## src/hdl/mdc_pkg.sv

```systemverilog
// Package for the four channel memory mover: register map, fields, sizes
// Assumes a single 50 MHz clock and a plain strobed register port
package mdc_pkg;
	// ****************************************************************
	// Sizes
	// ****************************************************************
	localparam int NCH = 4;
	localparam int NPER = 6;
	localparam int IDXW = 13;
	localparam int PRIW = 3;
	localparam int SELW = 3;
	localparam int AW = 8;
	// ****************************************************************
	// Register offsets (byte addresses)
	// ****************************************************************
	localparam logic [7:0] OFS_SRC = 8'h00;
	localparam logic [7:0] OFS_DST = 8'h04;
	localparam logic [7:0] OFS_LEN = 8'h08;
	localparam logic [7:0] OFS_MATCH = 8'h0C;
	localparam logic [7:0] OFS_CTRL = 8'h10;
	localparam logic [7:0] OFS_INDEX = 8'h14;
	localparam logic [7:0] CH_STRIDE = 8'h20;
	localparam logic [7:0] OFS_MUX = 8'h80;
	localparam logic [7:0] OFS_FRZ_SET = 8'h84;
	localparam logic [7:0] OFS_FRZ_CLR = 8'h88;
	localparam logic [7:0] OFS_STATUS = 8'h8C;
	// ****************************************************************
	// Control field positions
	// ****************************************************************
	localparam int B_ON = 0;
	localparam int B_REQ_MODE = 1;
	localparam int B_SRC_INC = 2;
	localparam int B_DST_INC = 3;
	localparam int B_WIDTH_LO = 4;
	localparam int B_WRAP = 6;
	localparam int B_IDLE = 7;
	localparam int B_INIT = 8;
	localparam int B_PRIO_LO = 9;
	localparam int CTRL_W = 12;
	localparam logic [CTRL_W-1:0] CTRL_RST = 12'h000;
	// Item width codes
	localparam logic [1:0] W_BYTE = 2'h0;
	localparam logic [1:0] W_HALF = 2'h1;
	localparam logic [1:0] W_WORD = 2'h2;
	// Selector value meaning no connection
	localparam logic [SELW-1:0] SEL_NONE = 3'h7;
	localparam logic [31:0] MUX_RST = 32'h0000_7777;
endpackage

```

## src/hdl/mdc_dma.sv

```systemverilog
// Four channel DMA engine with request multiplexer, arbitration, freeze
// Assumes one clock domain; memory bus answers with a one-cycle ready pulse
//
// Contract
// Four independent channels with 32-bit pointers and optional trigger.
// Separate receive and transmit requests from six peripherals accepted.
// Pair selector routes receive to channel x, transmit to channel y.
// Acknowledges go back to the selected peripheral, mirroring requests.
// Equal selector values: the less significant selector wins.
// Channel runs while on bit set; bit clears when transfer finishes.
// Request mode 0 starts at once; 1 waits for peripheral request.
// Each item moves one 8, 16 or 32-bit word source to destination.
// 13-bit index cleared at start, compared with length after each item.
// Address is start plus index scaled by increment bit and width.
// Continue while start holds; stop if request mode low or index=length.
// Wrap mode restarts index; immediate mode always stops.
// Interrupt when match equals index, after item, before increment.
// Length 0 moves one item; match 0 then also interrupts.
// Highest 3-bit priority wins arbitration; fixed order breaks ties.
// Immediate-mode channel yields to higher priority only with idle bit.
// Init bit locks the bus until the whole transfer completes.
// Software uses init only for memory fill, source fixed, dest stepping.
// Freeze-set bit suspends a channel; freeze-clear bit releases it.
// Running memory-to-memory transfer finishes before freeze applies.
// Programming values are used as written, without checks.
// Equal priorities: lowest-numbered channel granted first.
// Item is one read then one write; grant held for the item.
//
// Added by the designer: the address-and-strobe port and the register addresses.
`timescale 1ns/100ps
module mdc_dma (
	// Clock and reset
	input wire logic clock,
	input wire logic srst,
	// Register port
	input wire logic [7:0] reg_addr,
	input wire logic [31:0] reg_wdata,
	input wire logic reg_wr,
	input wire logic reg_rd,
	output logic [31:0] reg_rdata,
	// Peripheral requests, bit 2p receive, 2p+1 transmit
	input wire logic [2*mdc_pkg::NPER-1:0] periph_req,
	output logic [2*mdc_pkg::NPER-1:0] periph_ack,
	// Memory bus master
	output logic mem_valid,
	output logic mem_write,
	output logic [31:0] mem_addr,
	output logic [1:0] mem_size,
	output logic [31:0] mem_wdata,
	input wire logic mem_ready,
	input wire logic [31:0] mem_rdata,
	// Channel events
	output logic [mdc_pkg::NCH-1:0] chan_irq
);
	localparam int N = mdc_pkg::NCH;
	localparam int IW = mdc_pkg::IDXW;
	localparam int PW = mdc_pkg::PRIW;

	typedef enum logic [1:0] {ST_IDLE, ST_READ, ST_WRITE} mdc_state_t;

	// ****************************************************************
	// Functions
	// ****************************************************************
	// Scaled index: byte offset of item, zero when not stepping
	function automatic logic [31:0] mdc_offset(input logic inc,
		input logic [1:0] w, input logic [IW-1:0] idx);
		logic [31:0] o;
		o = {19'h0, idx};
		if (!inc)
			mdc_offset = 32'h0;
		else if (w == mdc_pkg::W_WORD)
			mdc_offset = {o[29:0], 2'h0};
		else if (w == mdc_pkg::W_HALF)
			mdc_offset = {o[30:0], 1'h0};
		else
			mdc_offset = o;
	endfunction

	// Byte address decode of a channel register
	function automatic logic mdc_hit(input logic [7:0] a, input int ch,
		input logic [7:0] ofs);
		mdc_hit = (a == 8'((ch * mdc_pkg::CH_STRIDE) + ofs));
	endfunction

	// ****************************************************************
	// Registers
	// ****************************************************************
	logic [31:0] src_q [N];
	logic [31:0] dst_q [N];
	logic [IW-1:0] len_q [N];
	logic [IW-1:0] match_q [N];
	logic [mdc_pkg::CTRL_W-1:0] ctrl_q [N];
	logic [IW-1:0] idx_q [N];
	logic [31:0] mux_q;
	logic [N-1:0] frz_q;
	logic [N-1:0] req_line;
	logic [N-1:0] want;
	logic [N-1:0] done_pulse;
	mdc_state_t state_q;
	logic [1:0] act_q;
	logic [31:0] data_q;
	logic [1:0] win;
	logic win_ok;
	logic [N-1:0] ack_ch;
	logic item_end;

	// ****************************************************************
	// Request multiplexer
	// ****************************************************************
	// Pair k feeds channel 2k (receive) and 2k+1 (transmit)
	always_comb
	begin
		req_line = '0;
		periph_ack = '0;
		for (int k = 0; k < N / 2; k++)
		begin
			logic [2:0] s;
			logic taken;
			s = mux_q[4*k +: 3];
			taken = 1'b0;
			// A lower selector holding the same value keeps the link
			for (int j = 0; j < k; j++)
				if (mux_q[4*j +: 3] == s) taken = 1'b1;
			if (s < 3'(mdc_pkg::NPER) && !taken)
			begin
				req_line[2*k] = periph_req[2*s];
				req_line[2*k+1] = periph_req[2*s+1];
				periph_ack[2*s] = ack_ch[2*k];
				periph_ack[2*s+1] = ack_ch[2*k+1];
			end
		end
	end

	// ****************************************************************
	// Arbitration
	// ****************************************************************
	// A channel wants service when on, not frozen, and triggered
	always_comb
	begin
		// A started memory copy ignores freeze until it ends
		for (int c = 0; c < N; c++)
			want[c] = ctrl_q[c][mdc_pkg::B_ON] && (!frz_q[c] ||
				(!ctrl_q[c][mdc_pkg::B_REQ_MODE] && idx_q[c] != '0)) &&
				(!ctrl_q[c][mdc_pkg::B_REQ_MODE] || req_line[c]);
	end

	// Highest priority wins, lower number first on a tie
	always_comb
	begin
		logic [PW-1:0] best;
		best = '0;
		win = 2'h0;
		win_ok = 1'b0;
		for (int c = 0; c < N; c++)
			if (want[c] && (!win_ok ||
				ctrl_q[c][mdc_pkg::B_PRIO_LO +: PW] > best))
			begin
				best = ctrl_q[c][mdc_pkg::B_PRIO_LO +: PW];
				win = 2'(c);
				win_ok = 1'b1;
			end
	end

	// ****************************************************************
	// Item engine
	// ****************************************************************
	assign item_end = (state_q == ST_WRITE) && mem_ready;
	// Ack pulses with the completed write of a triggered item
	always_comb
	begin
		ack_ch = '0;
		if (item_end && ctrl_q[act_q][mdc_pkg::B_REQ_MODE])
			ack_ch[act_q] = 1'b1;
	end

	// Current owner keeps the bus unless pre-emption is allowed
	function automatic logic mdc_keep(input logic [1:0] a);
		logic imm;
		imm = !ctrl_q[a][mdc_pkg::B_REQ_MODE];
		if (ctrl_q[a][mdc_pkg::B_INIT])
			mdc_keep = 1'b1;
		else if (imm && !ctrl_q[a][mdc_pkg::B_IDLE])
			mdc_keep = 1'b1;
		else
			mdc_keep = 1'b0;
	endfunction

	// Read then write per item, owner chosen between items
	always_ff @(posedge clock)
	begin
		if (srst)
		begin
			state_q <= ST_IDLE;
			act_q <= 2'h0;
			data_q <= 32'h0;
		end
		else
		begin
			unique case (state_q)
				ST_IDLE:
				begin
					if (want[act_q] && ctrl_q[act_q][mdc_pkg::B_ON] &&
						mdc_keep(act_q) && idx_q[act_q] != '0)
						state_q <= ST_READ;
					else if (win_ok)
					begin
						act_q <= win;
						state_q <= ST_READ;
					end
				end
				ST_READ:
					if (mem_ready)
					begin
						data_q <= mem_rdata;
						state_q <= ST_WRITE;
					end
				ST_WRITE:
					if (mem_ready)
						state_q <= ST_IDLE;
			endcase
		end
	end

	// Memory bus outputs
	always_comb
	begin
		logic [31:0] so;
		logic [31:0] dofs;
		so = mdc_offset(ctrl_q[act_q][mdc_pkg::B_SRC_INC],
			ctrl_q[act_q][mdc_pkg::B_WIDTH_LO +: 2], idx_q[act_q]);
		dofs = mdc_offset(ctrl_q[act_q][mdc_pkg::B_DST_INC],
			ctrl_q[act_q][mdc_pkg::B_WIDTH_LO +: 2], idx_q[act_q]);
		mem_valid = (state_q != ST_IDLE);
		mem_write = (state_q == ST_WRITE);
		mem_size = ctrl_q[act_q][mdc_pkg::B_WIDTH_LO +: 2];
		mem_wdata = data_q;
		if (state_q == ST_WRITE)
			mem_addr = dst_q[act_q] + dofs;
		else
			mem_addr = src_q[act_q] + so;
	end

	// ****************************************************************
	// Channel state: index, on bit, events
	// ****************************************************************
	always_comb
	begin
		done_pulse = '0;
		if (item_end && idx_q[act_q] == len_q[act_q])
			done_pulse[act_q] = 1'b1;
	end

	// Match event after the item, with the index still unchanged
	always_ff @(posedge clock)
	begin
		if (srst)
			chan_irq <= '0;
		else
			for (int c = 0; c < N; c++)
				chan_irq[c] <= item_end && act_q == 2'(c) &&
					match_q[c] == idx_q[c];
	end

	// Register writes, index stepping and on-bit auto clear
	always_ff @(posedge clock)
	begin
		if (srst)
		begin
			for (int c = 0; c < N; c++)
			begin
				src_q[c] <= 32'h0;
				dst_q[c] <= 32'h0;
				len_q[c] <= '0;
				match_q[c] <= '0;
				ctrl_q[c] <= mdc_pkg::CTRL_RST;
				idx_q[c] <= '0;
			end
		end
		else
		begin
			for (int c = 0; c < N; c++)
			begin
				// Values stored as written, no consistency checks
				if (reg_wr && mdc_hit(reg_addr, c, mdc_pkg::OFS_SRC))
					src_q[c] <= reg_wdata;
				if (reg_wr && mdc_hit(reg_addr, c, mdc_pkg::OFS_DST))
					dst_q[c] <= reg_wdata;
				if (reg_wr && mdc_hit(reg_addr, c, mdc_pkg::OFS_LEN))
					len_q[c] <= reg_wdata[IW-1:0];
				if (reg_wr && mdc_hit(reg_addr, c, mdc_pkg::OFS_MATCH))
					match_q[c] <= reg_wdata[IW-1:0];
				if (reg_wr && mdc_hit(reg_addr, c, mdc_pkg::OFS_CTRL))
				begin
					ctrl_q[c] <= reg_wdata[mdc_pkg::CTRL_W-1:0];
					if (reg_wdata[mdc_pkg::B_ON] && !ctrl_q[c][mdc_pkg::B_ON])
						idx_q[c] <= '0;
				end
				else if (done_pulse[c])
				begin
					idx_q[c] <= '0;
					// Triggered wrap mode restarts, otherwise the channel ends
					if (!ctrl_q[c][mdc_pkg::B_REQ_MODE] ||
						!ctrl_q[c][mdc_pkg::B_WRAP])
						ctrl_q[c][mdc_pkg::B_ON] <= 1'b0;
				end
				else if (item_end && act_q == 2'(c))
					idx_q[c] <= idx_q[c] + 1'b1;
			end
		end
	end

	// Multiplexer and freeze registers
	always_ff @(posedge clock)
	begin
		if (srst)
		begin
			mux_q <= mdc_pkg::MUX_RST;
			frz_q <= '0;
		end
		else
		begin
			if (reg_wr && reg_addr == mdc_pkg::OFS_MUX)
				mux_q <= reg_wdata;
			// Running memory copies finish first, see the want logic
			if (reg_wr && reg_addr == mdc_pkg::OFS_FRZ_SET)
				frz_q <= frz_q | reg_wdata[N-1:0];
			else if (reg_wr && reg_addr == mdc_pkg::OFS_FRZ_CLR)
				frz_q <= frz_q & ~reg_wdata[N-1:0];
		end
	end

	// Read data, one cycle after the strobe; unmapped reads zero
	always_ff @(posedge clock)
	begin
		if (srst)
			reg_rdata <= 32'h0;
		else
		begin
			reg_rdata <= 32'h0;
			if (reg_rd)
			begin
				for (int c = 0; c < N; c++)
				begin
					if (mdc_hit(reg_addr, c, mdc_pkg::OFS_SRC))
						reg_rdata <= src_q[c];
					if (mdc_hit(reg_addr, c, mdc_pkg::OFS_DST))
						reg_rdata <= dst_q[c];
					if (mdc_hit(reg_addr, c, mdc_pkg::OFS_LEN))
						reg_rdata <= {19'h0, len_q[c]};
					if (mdc_hit(reg_addr, c, mdc_pkg::OFS_MATCH))
						reg_rdata <= {19'h0, match_q[c]};
					if (mdc_hit(reg_addr, c, mdc_pkg::OFS_CTRL))
						reg_rdata <= {20'h0, ctrl_q[c]};
					if (mdc_hit(reg_addr, c, mdc_pkg::OFS_INDEX))
						reg_rdata <= {19'h0, idx_q[c]};
				end
				if (reg_addr == mdc_pkg::OFS_MUX)
					reg_rdata <= mux_q;
				if (reg_addr == mdc_pkg::OFS_STATUS)
					reg_rdata <= {28'h0, frz_q};
			end
		end
	end
endmodule

```

## config.mk

```make
export PLATFORM = sky130hd
export DESIGN_NAME = mdc_dma
export DESIGN_NICKNAME = d
export VERILOG_FILES = /design/src/hdl/mdc_pkg.sv /design/src/hdl/mdc_dma.sv
export SDC_FILE = /design/constraint.sdc
export NUM_CORES = 1
export LEC_CHECK = 0
export BUFFER_PORTS_ARGS = -buffer_cell sky130_fd_sc_hd__buf_2
export CAP_MARGIN = 20
export CORE_MARGIN = 2
export CORE_UTILIZATION = 35
export CTS_CLUSTER_DIAMETER = 60
export DETAILED_ROUTE_END_ITERATION = 8
export PLACE_DENSITY = 0.47
export SYNTH_ARGS = -nofsm -noshare
export SYNTH_HDL_FRONTEND = slang
export SYNTH_SLANG_ARGS = --single-unit
```

## constraint.sdc

```tcl
create_clock -name clock -period 11.55 [get_ports clock]
set_input_delay 1.155 -clock clock [delete_from_list [all_inputs] [get_ports clock]]
set_output_delay 1.155 -clock clock [all_outputs]
set_load 0.01 [all_outputs]
```

# Yosys cells after proc, flatten, opt, wreduce, memory -nomap -nowiden
# Memories as Yosys holds them, arrays and structs flattened. A register that Yosys moved wholly into a read port is not among the register bits.
# Index checks and enable logic that the tools add are counted.
word_totals:
  register_bits: 108
  latch_bits: 0
  mem_bits_rw: 460
  romBits: 0
  input_bits: 89
  out_inout_bits: 116
  elab_cells: 499
  n_memories: 6
classes:
  addsub: 8
  n_mul: 0
  div_mod_pow: 0
  magnitude_cmp: 15
  eq_ne: 43
  shift: 0
  n_mux: 262
  bitwise: 42
  reduce_logical: 115
memory_table:
  columns: ["memory", "words", "word_bits", "read_ports", "rd_clocked_by_memory_dff", "wr", "line", "text"]
  rows:
  - ["dst_q", 4, 32, 5, 1, 4, "mdc_dma.sv:89", "logic [31:0] dst_q [N];"]
  - ["src_q", 4, 32, 5, 1, 4, "mdc_dma.sv:88", "logic [31:0] src_q [N];"]
  - ["idx_q", 4, 13, 5, 1, 4, "mdc_dma.sv:93", "logic [IW-1:0] idx_q [N];"]
  - ["len_q", 4, 13, 5, 1, 4, "mdc_dma.sv:90", "logic [IW-1:0] len_q [N];"]
  - ["match_q", 4, 13, 4, 0, 4, "mdc_dma.sv:91", "logic [IW-1:0] match_q [N];"]
  - ["ctrl_q", 4, 12, 5, 1, 4, "mdc_dma.sv:92", "logic [mdc_pkg::CTRL_W-1:0] ctrl_q [N];"]
ops:
  columns: ["op", "count"]
  rows:
  - ["$mux W32", 35]
  - ["$mux W13", 20]
  - ["$mux W1", 158]
  - ["$eq A8 B7 Y1 const B", 12]
  - ["$mux W12", 6]
  - ["$eq A13 B13 Y1", 5]
  - ["$reduce_bool A13 Y1", 5]
  - ["$add A32 B32 Y32", 2]
  - ["$logic_and A1 B1 Y1", 63]
  - ["$add A13 B1 Y13 const B", 4]
  - ["$eq A8 B6 Y1 const B", 6]
  - ["$bwmux W12", 3]
  - ["$mux W2", 18]
  - ["$or A1 B1 Y1", 36]
  - ["$eq A8 B8 Y1 const B", 4]
  - ["$mux W15", 2]
  - ["$logic_not A1 Y1", 22]
  - ["$mux W4", 5]
  - ["$eq A8 B4 Y1 const B", 2]
  - ["$eq A8 B5 Y1 const B", 2]
  - ["$logic_or A1 B1 Y1", 15]
  - ["$mux W14", 1]
  - ["$and A12 B11 Y12", 1]
  - ["$add A4 B1 Y5 const B", 2]
  - ["34 further kinds", 56]

# Logic depth before layout (Yosys ltp)
# Gate-level depths: netlist (run 1).
logic_depth:
  depth_word: 27
  depth_mapped: 28
  depth_no_buf: 28

# Worst setup path before layout (run 1)
# No wires, ideal clock.
synth_path:
  kind: "register -> output"
  start: "register (tool-made name)"
  end: "output mem_addr[22]"
  t_arrival_ns: 4.735
  t_required_ns: 10.395
  slack_ns: 5.660
  stages_incl_launch_ff: 18
  n_path_buf: 6
  path_cell_list: "dfxtp_1 > buf_4 > buf_4 > buf_4 > buf_2 > buf_2 > buf_2 > mux4_2 > ha_1 > fa_1 > a21oi_1 > nor2_1 > o311a_1 > o41ai_1 > a21oi_1 > and3b_1 > xnor2_1 > mux2i_1"
synth_rtl:
  columns: ["element", "line", "text"]
  rows:
  - ["to (decl)", "mdc_dma.sv:47", "output logic [31:0] mem_addr,"]

==> results.yml, run 1 <==
outcome:
  status: "finished clean"
power:
  intPower_w: 0.00467
  power_leakage_nw: 14.4
  pwr-share-seq_pct: 33.9
  pwr-share-comb_pct: 33.0
  p_sw_share_pct: 37.0
  ir_worst_vdd_mv: 0.104
  p_sw_w: 0.00274
  clkPwrFrac_pct: 33.0
  power_density_mw_per_mm2: 197
drt:
  dr_total_vias: 28000
  wl_per_cell_um: 35.7
  drc: 0
  drt-total-wl_mm: 160
  drt-initial-drc-count: 4294
  viasPerCell: 6.26
  firstDrtPassIters: 8
  postRouteAntennaNets: 0
logic_synthesis:
  synthMuxAreaShare_pct: 8.42
  synth_adder_area_share_pct: 2.08
  synth-warning-count: 0
  synth_top_family_by_area: "simple AND/OR/NAND/NOR gates"
  syn_area_mm2: 0.0326
  synth_edf_count: 460
  synth_seq_cells: 570
  synth-main-ff-cell: "edfxtp_1"
  async_flop_share_pct: 0
  seq_area_frac_synth_pct: 49.1
  synth_compound_area_share_pct: 12.6
  synthSimpleGateAreaFrac_pct: 19.6
  avgSynthCellArea_um2: 10.7
  synth_cells: 3060
  synth_xor_area_share_pct: 4.46
  synth_cell_types: 86
  synth_fp_nets: 3202
clock_network:
  clkLatencyLatePin_ns: 0.67
  cts_resized: 0
  path_clk_slew_ns: 0.06
  holdBufCountCts: 0
  cts_root_buffer: "clkbuf_16"
  cts_buffer_depth: 3
  cts_setup_buffers: 0
  h-tree-depth: 3
  cts_made_buffers: 76
  clkSinkCount: 570
  cts_tree: "yes"
die:
  die_area_mm2: 0.0957
  ios: 205
  start_util_pct: 35.5
  die_x_um: 309
  die_y_um: 309
  num_rows: 111
  fp.coreArea_mm2: 0.0919
sta:
  timing.final.crit_period_ns: 7.50
  relSlewSlack_pct: 13.8
  tns_ns: 0
  skew_ns: 0.0412
  worstMarginPinSlew_ns: 1.28
  holdWs_ns: 0.451
  rsz0062_at_grt: "no"
  max_freq_ghz: 0.133
  report.final.setup_viol: 0
  slew_viol_final: 0
  period_share_pct: 64.9
  finalHoldViolations: 0
place:
  port_buffers: 204
  dpl.hpwl_mm: 113
  placed_area_mm2: 0.0349
  place_congestion: 1.02
finish:
  area_delta_synth_final_pct: 15.2
  fin_nets: 3307
  fin_area_mm2: 0.0376
  drive_gt1_share_pct: 18.0
critical_path:
  crit_required_ns: 10.40
  crit_top_cell: "buf_4"
  critical-path-max-stage-delay_ns: 0.81
  path_max_fanout: 37
  setup.worst_path.end_class: "primary output"
  worst_path_max_delay_cell: "o21ai_1"
  crit_type: "flop to primary output"
  startpoint_type: "flop"
  crit_path_cell_trace: "buf_4 -> buf_4 -> mux4_2 -> ha_1 -> o21ai_0 -> o211ai_1 -> a311o_1 -> nand2_1 -> o21ai_1 -> nand4_1 -> xor2_1 -> mux2i_1 -> buf_2"
  cp_data_arrival_time_ns: 6.34
flow_run:
  cap_violations: 0
global_routing:
  grt_max_degree: 105
  overflow: 0
  grt_pass1_vias: 26700
  grt_pass1_wl_mm: 219
  antenna_found_initial: 20
  grtUsageTotal_pct: 33.1
hold_path:
  min_path_type: "flop to flop"
## area by class of cell
| type | instances | area (µm²) |
|---|---|---|
| Timing Repair Buffer | 290 | 1710 |
| Sequential cell | 570 | 16000 |
| Clock buffer | 88 | 2020 |
| Multi-Input combinational cell | 2181 | 15500 |
| Tap cell | 1243 | 1560 |
| Clock inverter | 52 | 589 |
| Antenna cell | 9 | 22.5 |
| Fill cell | 8917 | 54400 |
| Inverter | 46 | 173 |
## routing by layer
metal	part of all wire [%]	vias up	GRT usage [%]
met4	4.1	6	12.9
met3	10	267	7.26
met1	42	14300	46.8
li1	-	11700	-
met2	43	1753	49.3
met5	0.021	-	0
## state kept, by name, indices dropped and copies added, names as in the netlist, named ones only
| register | cells |
|---|---|
| act_q | 2 |
| chan_irq | 4 |
| ctrl_q | 48 |
| dst_q | 128 |
| idx_q | 52 |
| len_q | 52 |
| match_q | 52 |
| mem_wdata | 32 |
| mux_q | 32 |
| reg_rdata | 32 |
| src_q | 128 |
| state_q | 2 |
## power groups by stage
| stage | Sequential [W] | Clock, W | Combinational, W |
|---|---|---|---|
| 2_1_floorplan | 0.00242 | 0 | 0.00156 |
| 3_3_place_gp | 0.00255 | 0 | 0.00240 |
| 3_5_place_dp | 0.00255 | 0 | 0.00241 |
| 4_1_cts | 0.00251 | 0.00248 | 0.00242 |
| 5_1_grt | 0.00252 | 0.00256 | 0.00260 |
| 6_report | 0.00252 | 0.00245 | 0.00245 |
## placed cells by master, fill, tap and decap left out, types with 65 or more instances in the layout
master     instances
buf_2            203
nand2_1          235
and2_1           137
and3_1           318
xor2_1           101
nor2_1           218
clkbuf_16         78
o21ai_0           94
dfxtp_1          108
a22oi_1           72
edfxtp_1         460
mux4_2            95
xnor2_1           65
a21oi_1          159
buf_4             85
## cell families (layout without fill, tap and decap cells)
group                    count (synthesis)  count (layout)
other                                    0               9
multiplexers                           153             153
AND/OR/NAND/NOR                       1199            1199
flip-flops                             570             570
AO/OA/AOI/OAI                          610             610
adder cells (fa/ha/maj)                 53              53
XOR/XNOR                               166             166
buffers and inverters                  309             476
## synthesized netlist by cell type (7+ instances only)
master	number	area, µm²
buf_1	18	67.6
dfxtp_1	110	2200
o211ai_1	15	113
xnor2_1	65	569
a221o_1	8	80.1
clkbuf_1	207	777
mux2i_1	40	400
buf_4	7	52.6
mux2_2	17	191
buf_2	30	150
nor2_1	230	863
o221ai_1	11	96.3
inv_1	44	165
nand3_1	61	305
nand2b_1	21	131
nand2_1	235	882
a31oi_1	19	119
o31ai_1	7	52.6
nand4_1	36	225
a21o_1	26	195
and2_1	137	857
nand3b_1	19	143
a22o_1	32	280
o21ai_0	94	470
a32oi_1	9	78.8
a22oi_1	72	541
nor2b_1	25	156
and3_1	318	1990
xor2_1	101	885
nor4_1	23	144
a211oi_1	17	128
edfxtp_1	460	13800
or3_1	11	68.8
a222oi_1	8	80.1
ha_1	51	638
a21oi_1	159	796
o22ai_1	28	175
nor3_1	38	190
mux4_2	95	2140
a221oi_1	42	368
o21a_1	10	75.1
## final timing paths
path,from,to,slack (ns),depth (start not counted)
hold reg to reg,mem_wdata[16],mem_wdata[16],0.45,2
setup reg to reg,idx_q[0][0],flop,5.43,27
setup / recovery,flop,mem_addr[31],4.05,13
hold / removal,mem_wdata[16],mem_wdata[16],0.45,2
## metrics by stage
step / cells / utilization, % / setup slack (ns) / power [W]
2_1_floorplan: 3060 / - / 5.66 / 0.00398
3_3_place_gp: 4328 / 38.0 / 4.94 / 0.00495
3_5_place_dp: 4328 / 38.0 / 4.82 / 0.00496
4_1_cts: 4468 / 40.8 / 4.09 / 0.00741
5_1_grt: 4470 / 40.9 / 3.70 / 0.00769
6_report: 4479 / 40.9 / 4.05 / 0.00742
## worst max-delay path: cells and delay by family, from the launching register on
family | cells | cell delay, ns
XOR/XNOR | 1 | 0.19
AND/OR/NAND/NOR | 2 | 0.33
multiplexers | 2 | 0.77
flip-flops | 1 | 0.73
AO/OA/AOI/OAI | 4 | 1.58
adder cells (fa/ha/maj) | 1 | 0.39
buffers and inverters | 3 | 1.58
No activity file was read; power rests on OpenSTA's default activity.
==> run 2, diff against run 1 <==
Settings changed: PLACE_DENSITY 0.47 to 0.49.
Clock period 11.55 ns to 6.3 ns, I/O delays scaled along.
==> results.yml, run 2 (synthesis results as in run 1) <==
outcome:
  status: "finished clean"
critical_path:
  startpoint_type: "flop"
  cp_data_arrival_time_ns: 5.51
  cp_top_family: "compound AO/OA/AOI/OAI gates"
  crit_required_ns: 5.67
  cp_num_buf_inv: 2
  timing.rr.start: "idx_q[0][1]"
  setup.worst_path.end_class: "primary output"
  critical-path-max-stage-delay_ns: 0.71
  worst_path_max_delay_cell: "mux4_2"
  path_max_fanout: 21
  crit_path_cell_trace: "buf_6 -> mux4_2 -> nand2b_1 -> nor3b_1 -> a21oi_1 -> nor2_1 -> ha_1 -> and3_1 -> a221o_1 -> o21bai_1 -> a41oi_1 -> a21o_2 -> nand3b_1 -> xor2_1 -> mux2i_1 -> buf_2"
  crit_type: "flop to primary output"
clock_network:
  clkSinkCount: 570
  cts_buffer_depth: 3
  h-tree-depth: 3
  path_clk_slew_ns: 0.06
  holdBufCountCts: 0
  cts_tree: "yes"
  clkLatencyLatePin_ns: 0.68
  cts_root_buffer: "clkbuf_16"
  cts_made_buffers: 75
power:
  pwr-share-comb_pct: 33.6
  intPower_w: 0.00850
  pwr-share-seq_pct: 33.9
  power_leakage_nw: 14.5
  p_sw_share_pct: 36.9
  ir_worst_vdd_mv: 0.215
  p_sw_w: 0.00497
  clkPwrFrac_pct: 32.5
  power_density_mw_per_mm2: 356
drt:
  drt-initial-drc-count: 3865
  dr_total_vias: 28200
  wl_per_cell_um: 36.0
  postRouteAntennaNets: 0
  drc: 0
  firstDrtPassIters: 9
  viasPerCell: 6.27
  drt-total-wl_mm: 162
global_routing:
  grt_pass1_vias: 26900
  overflow: 0
  grtUsageTotal_pct: 33.3
  grt_max_degree: 193
  antenna_found_initial: 23
  grt_pass1_wl_mm: 221
flow_run:
  cap_violations: 0
place:
  placed_area_mm2: 0.0351
  place_congestion: 1.02
  port_buffers: 204
  dpl.hpwl_mm: 117
die:
  start_util_pct: 35.5
  die_x_um: 309
  fp.coreArea_mm2: 0.0919
  die_y_um: 309
  die_area_mm2: 0.0957
  ios: 205
  num_rows: 111
finish:
  final_cell_mix: "edfxtp_1 (460), and3_1 (318), nand2_1 (235)"
  area_delta_synth_final_pct: 15.8
  fin_area_mm2: 0.0378
  reg_top3: "dst_q (128), src_q (128)"
  fin_nets: 3335
  final_common_cell: "edfxtp_1"
  drive_gt1_share_pct: 18.8
sta:
  max_freq_ghz: 0.163
  slew_viol_final: 0
  timing.final.crit_period_ns: 6.14
  worstMarginPinSlew_ns: 1.22
  report.final.setup_viol: 0
  finalHoldViolations: 0
  rsz0062_at_grt: "yes"
  tns_ns: 0
  holdWs_ns: 0.218
  relSlewSlack_pct: 18.7
  skew_ns: 0.0556
  period_share_pct: 97.4
hold_path:
  hold_start: "mem_rdata[18]"
  min_path_type: "primary input to flop"
run 2: cell types whose count changed in the layout (fill, tap and decap cells not counted), sizes merged:
cell / before / now
buf: 290 / 318
clkbuf: 88 / 95
clkinv: 30 / 26
bufinv: 7 / 4
diode: 9 / 6
inv: 56 / 53
clkinvlp: 5 / 3
dlymetal6s2s: 0 / 1
run 2: metal layers:
metal | routed length [µm] | track usage [%] | share of wire [%] | vias up
met5 | 119 | 0 | 0.073 | -
met4 | 6900 | 13.8 | 4.3 | 18
met3 | 15900 | 7.46 | 9.8 | 351
met2 | 71100 | 50.3 | 44 | 1709
met1 | 68200 | 46.2 | 42 | 14400
li1 | - | - | - | 11800
run 2: what timing repair did:
| item | CTS | global route |
|---|---|---|
| resized for setup | 2 | 7 |
| buffers inserted | 0 | 1 |
| setup endpoints to repair | 8 | 21 |
| pin swaps | 0 | 0 |
| hold endpoints to repair | 0 | 0 |
run 2: worst register-to-register path: cells and delay by family (launching register included):
family / cells / cell delay, ns
AND/OR/NAND/NOR: 5 / 1.01
buffers and inverters: 3 / 0.29
AO/OA/AOI/OAI: 14 / 2.56
multiplexers: 1 / 0.32
adder cells (fa/ha/maj): 4 / 0.87
flip-flops: 1 / 0.55
run 2: power by group through the flow:
stage	logic, W	registers, W	clock network, W
final	0.00453	0.00457	0.00437
after global routing	0.00483	0.00457	0.00457
after CTS	0.00443	0.00457	0.00442
after detailed placement	0.00440	0.00464	0
after global placement	0.00438	0.00464	0
after floorplan	0.00286	0.00444	0
run 2: path summary, 6_finish.rpt:
path,endpoint,slack [ns],cells past startpoint
setup / recovery,mem_addr[31],0.16,16
hold / removal,mem_wdata[18],0.22,3
setup reg to reg,flop,0.61,27
hold reg to reg,mem_wdata[31],0.45,2
run 2: per-stage QoR:
step           utilization, %  instances  total power, W  setup WS, ns
3_5_place_dp             38.2       4356         0.00904         0.514
4_1_cts                  41.0       4491          0.0134        0.0436
6_report                 41.1       4500          0.0135         0.162
2_1_floorplan               -       3060         0.00730         0.935
5_1_grt                  41.1       4494          0.0140       -0.0409
3_3_place_gp             38.2       4354         0.00902         0.632
run 2: area by class of cell:
cell class                      count  area [µm²]
Antenna cell                        6        15.0
Clock buffer                       95        2060
Clock inverter                     40         472
Fill cell                        8963       54200
Inverter                           46         173
Multi-Input combinational cell   2181       15500
Sequential cell                   570       16000
Tap cell                         1243        1560
Timing Repair Buffer              319        1960
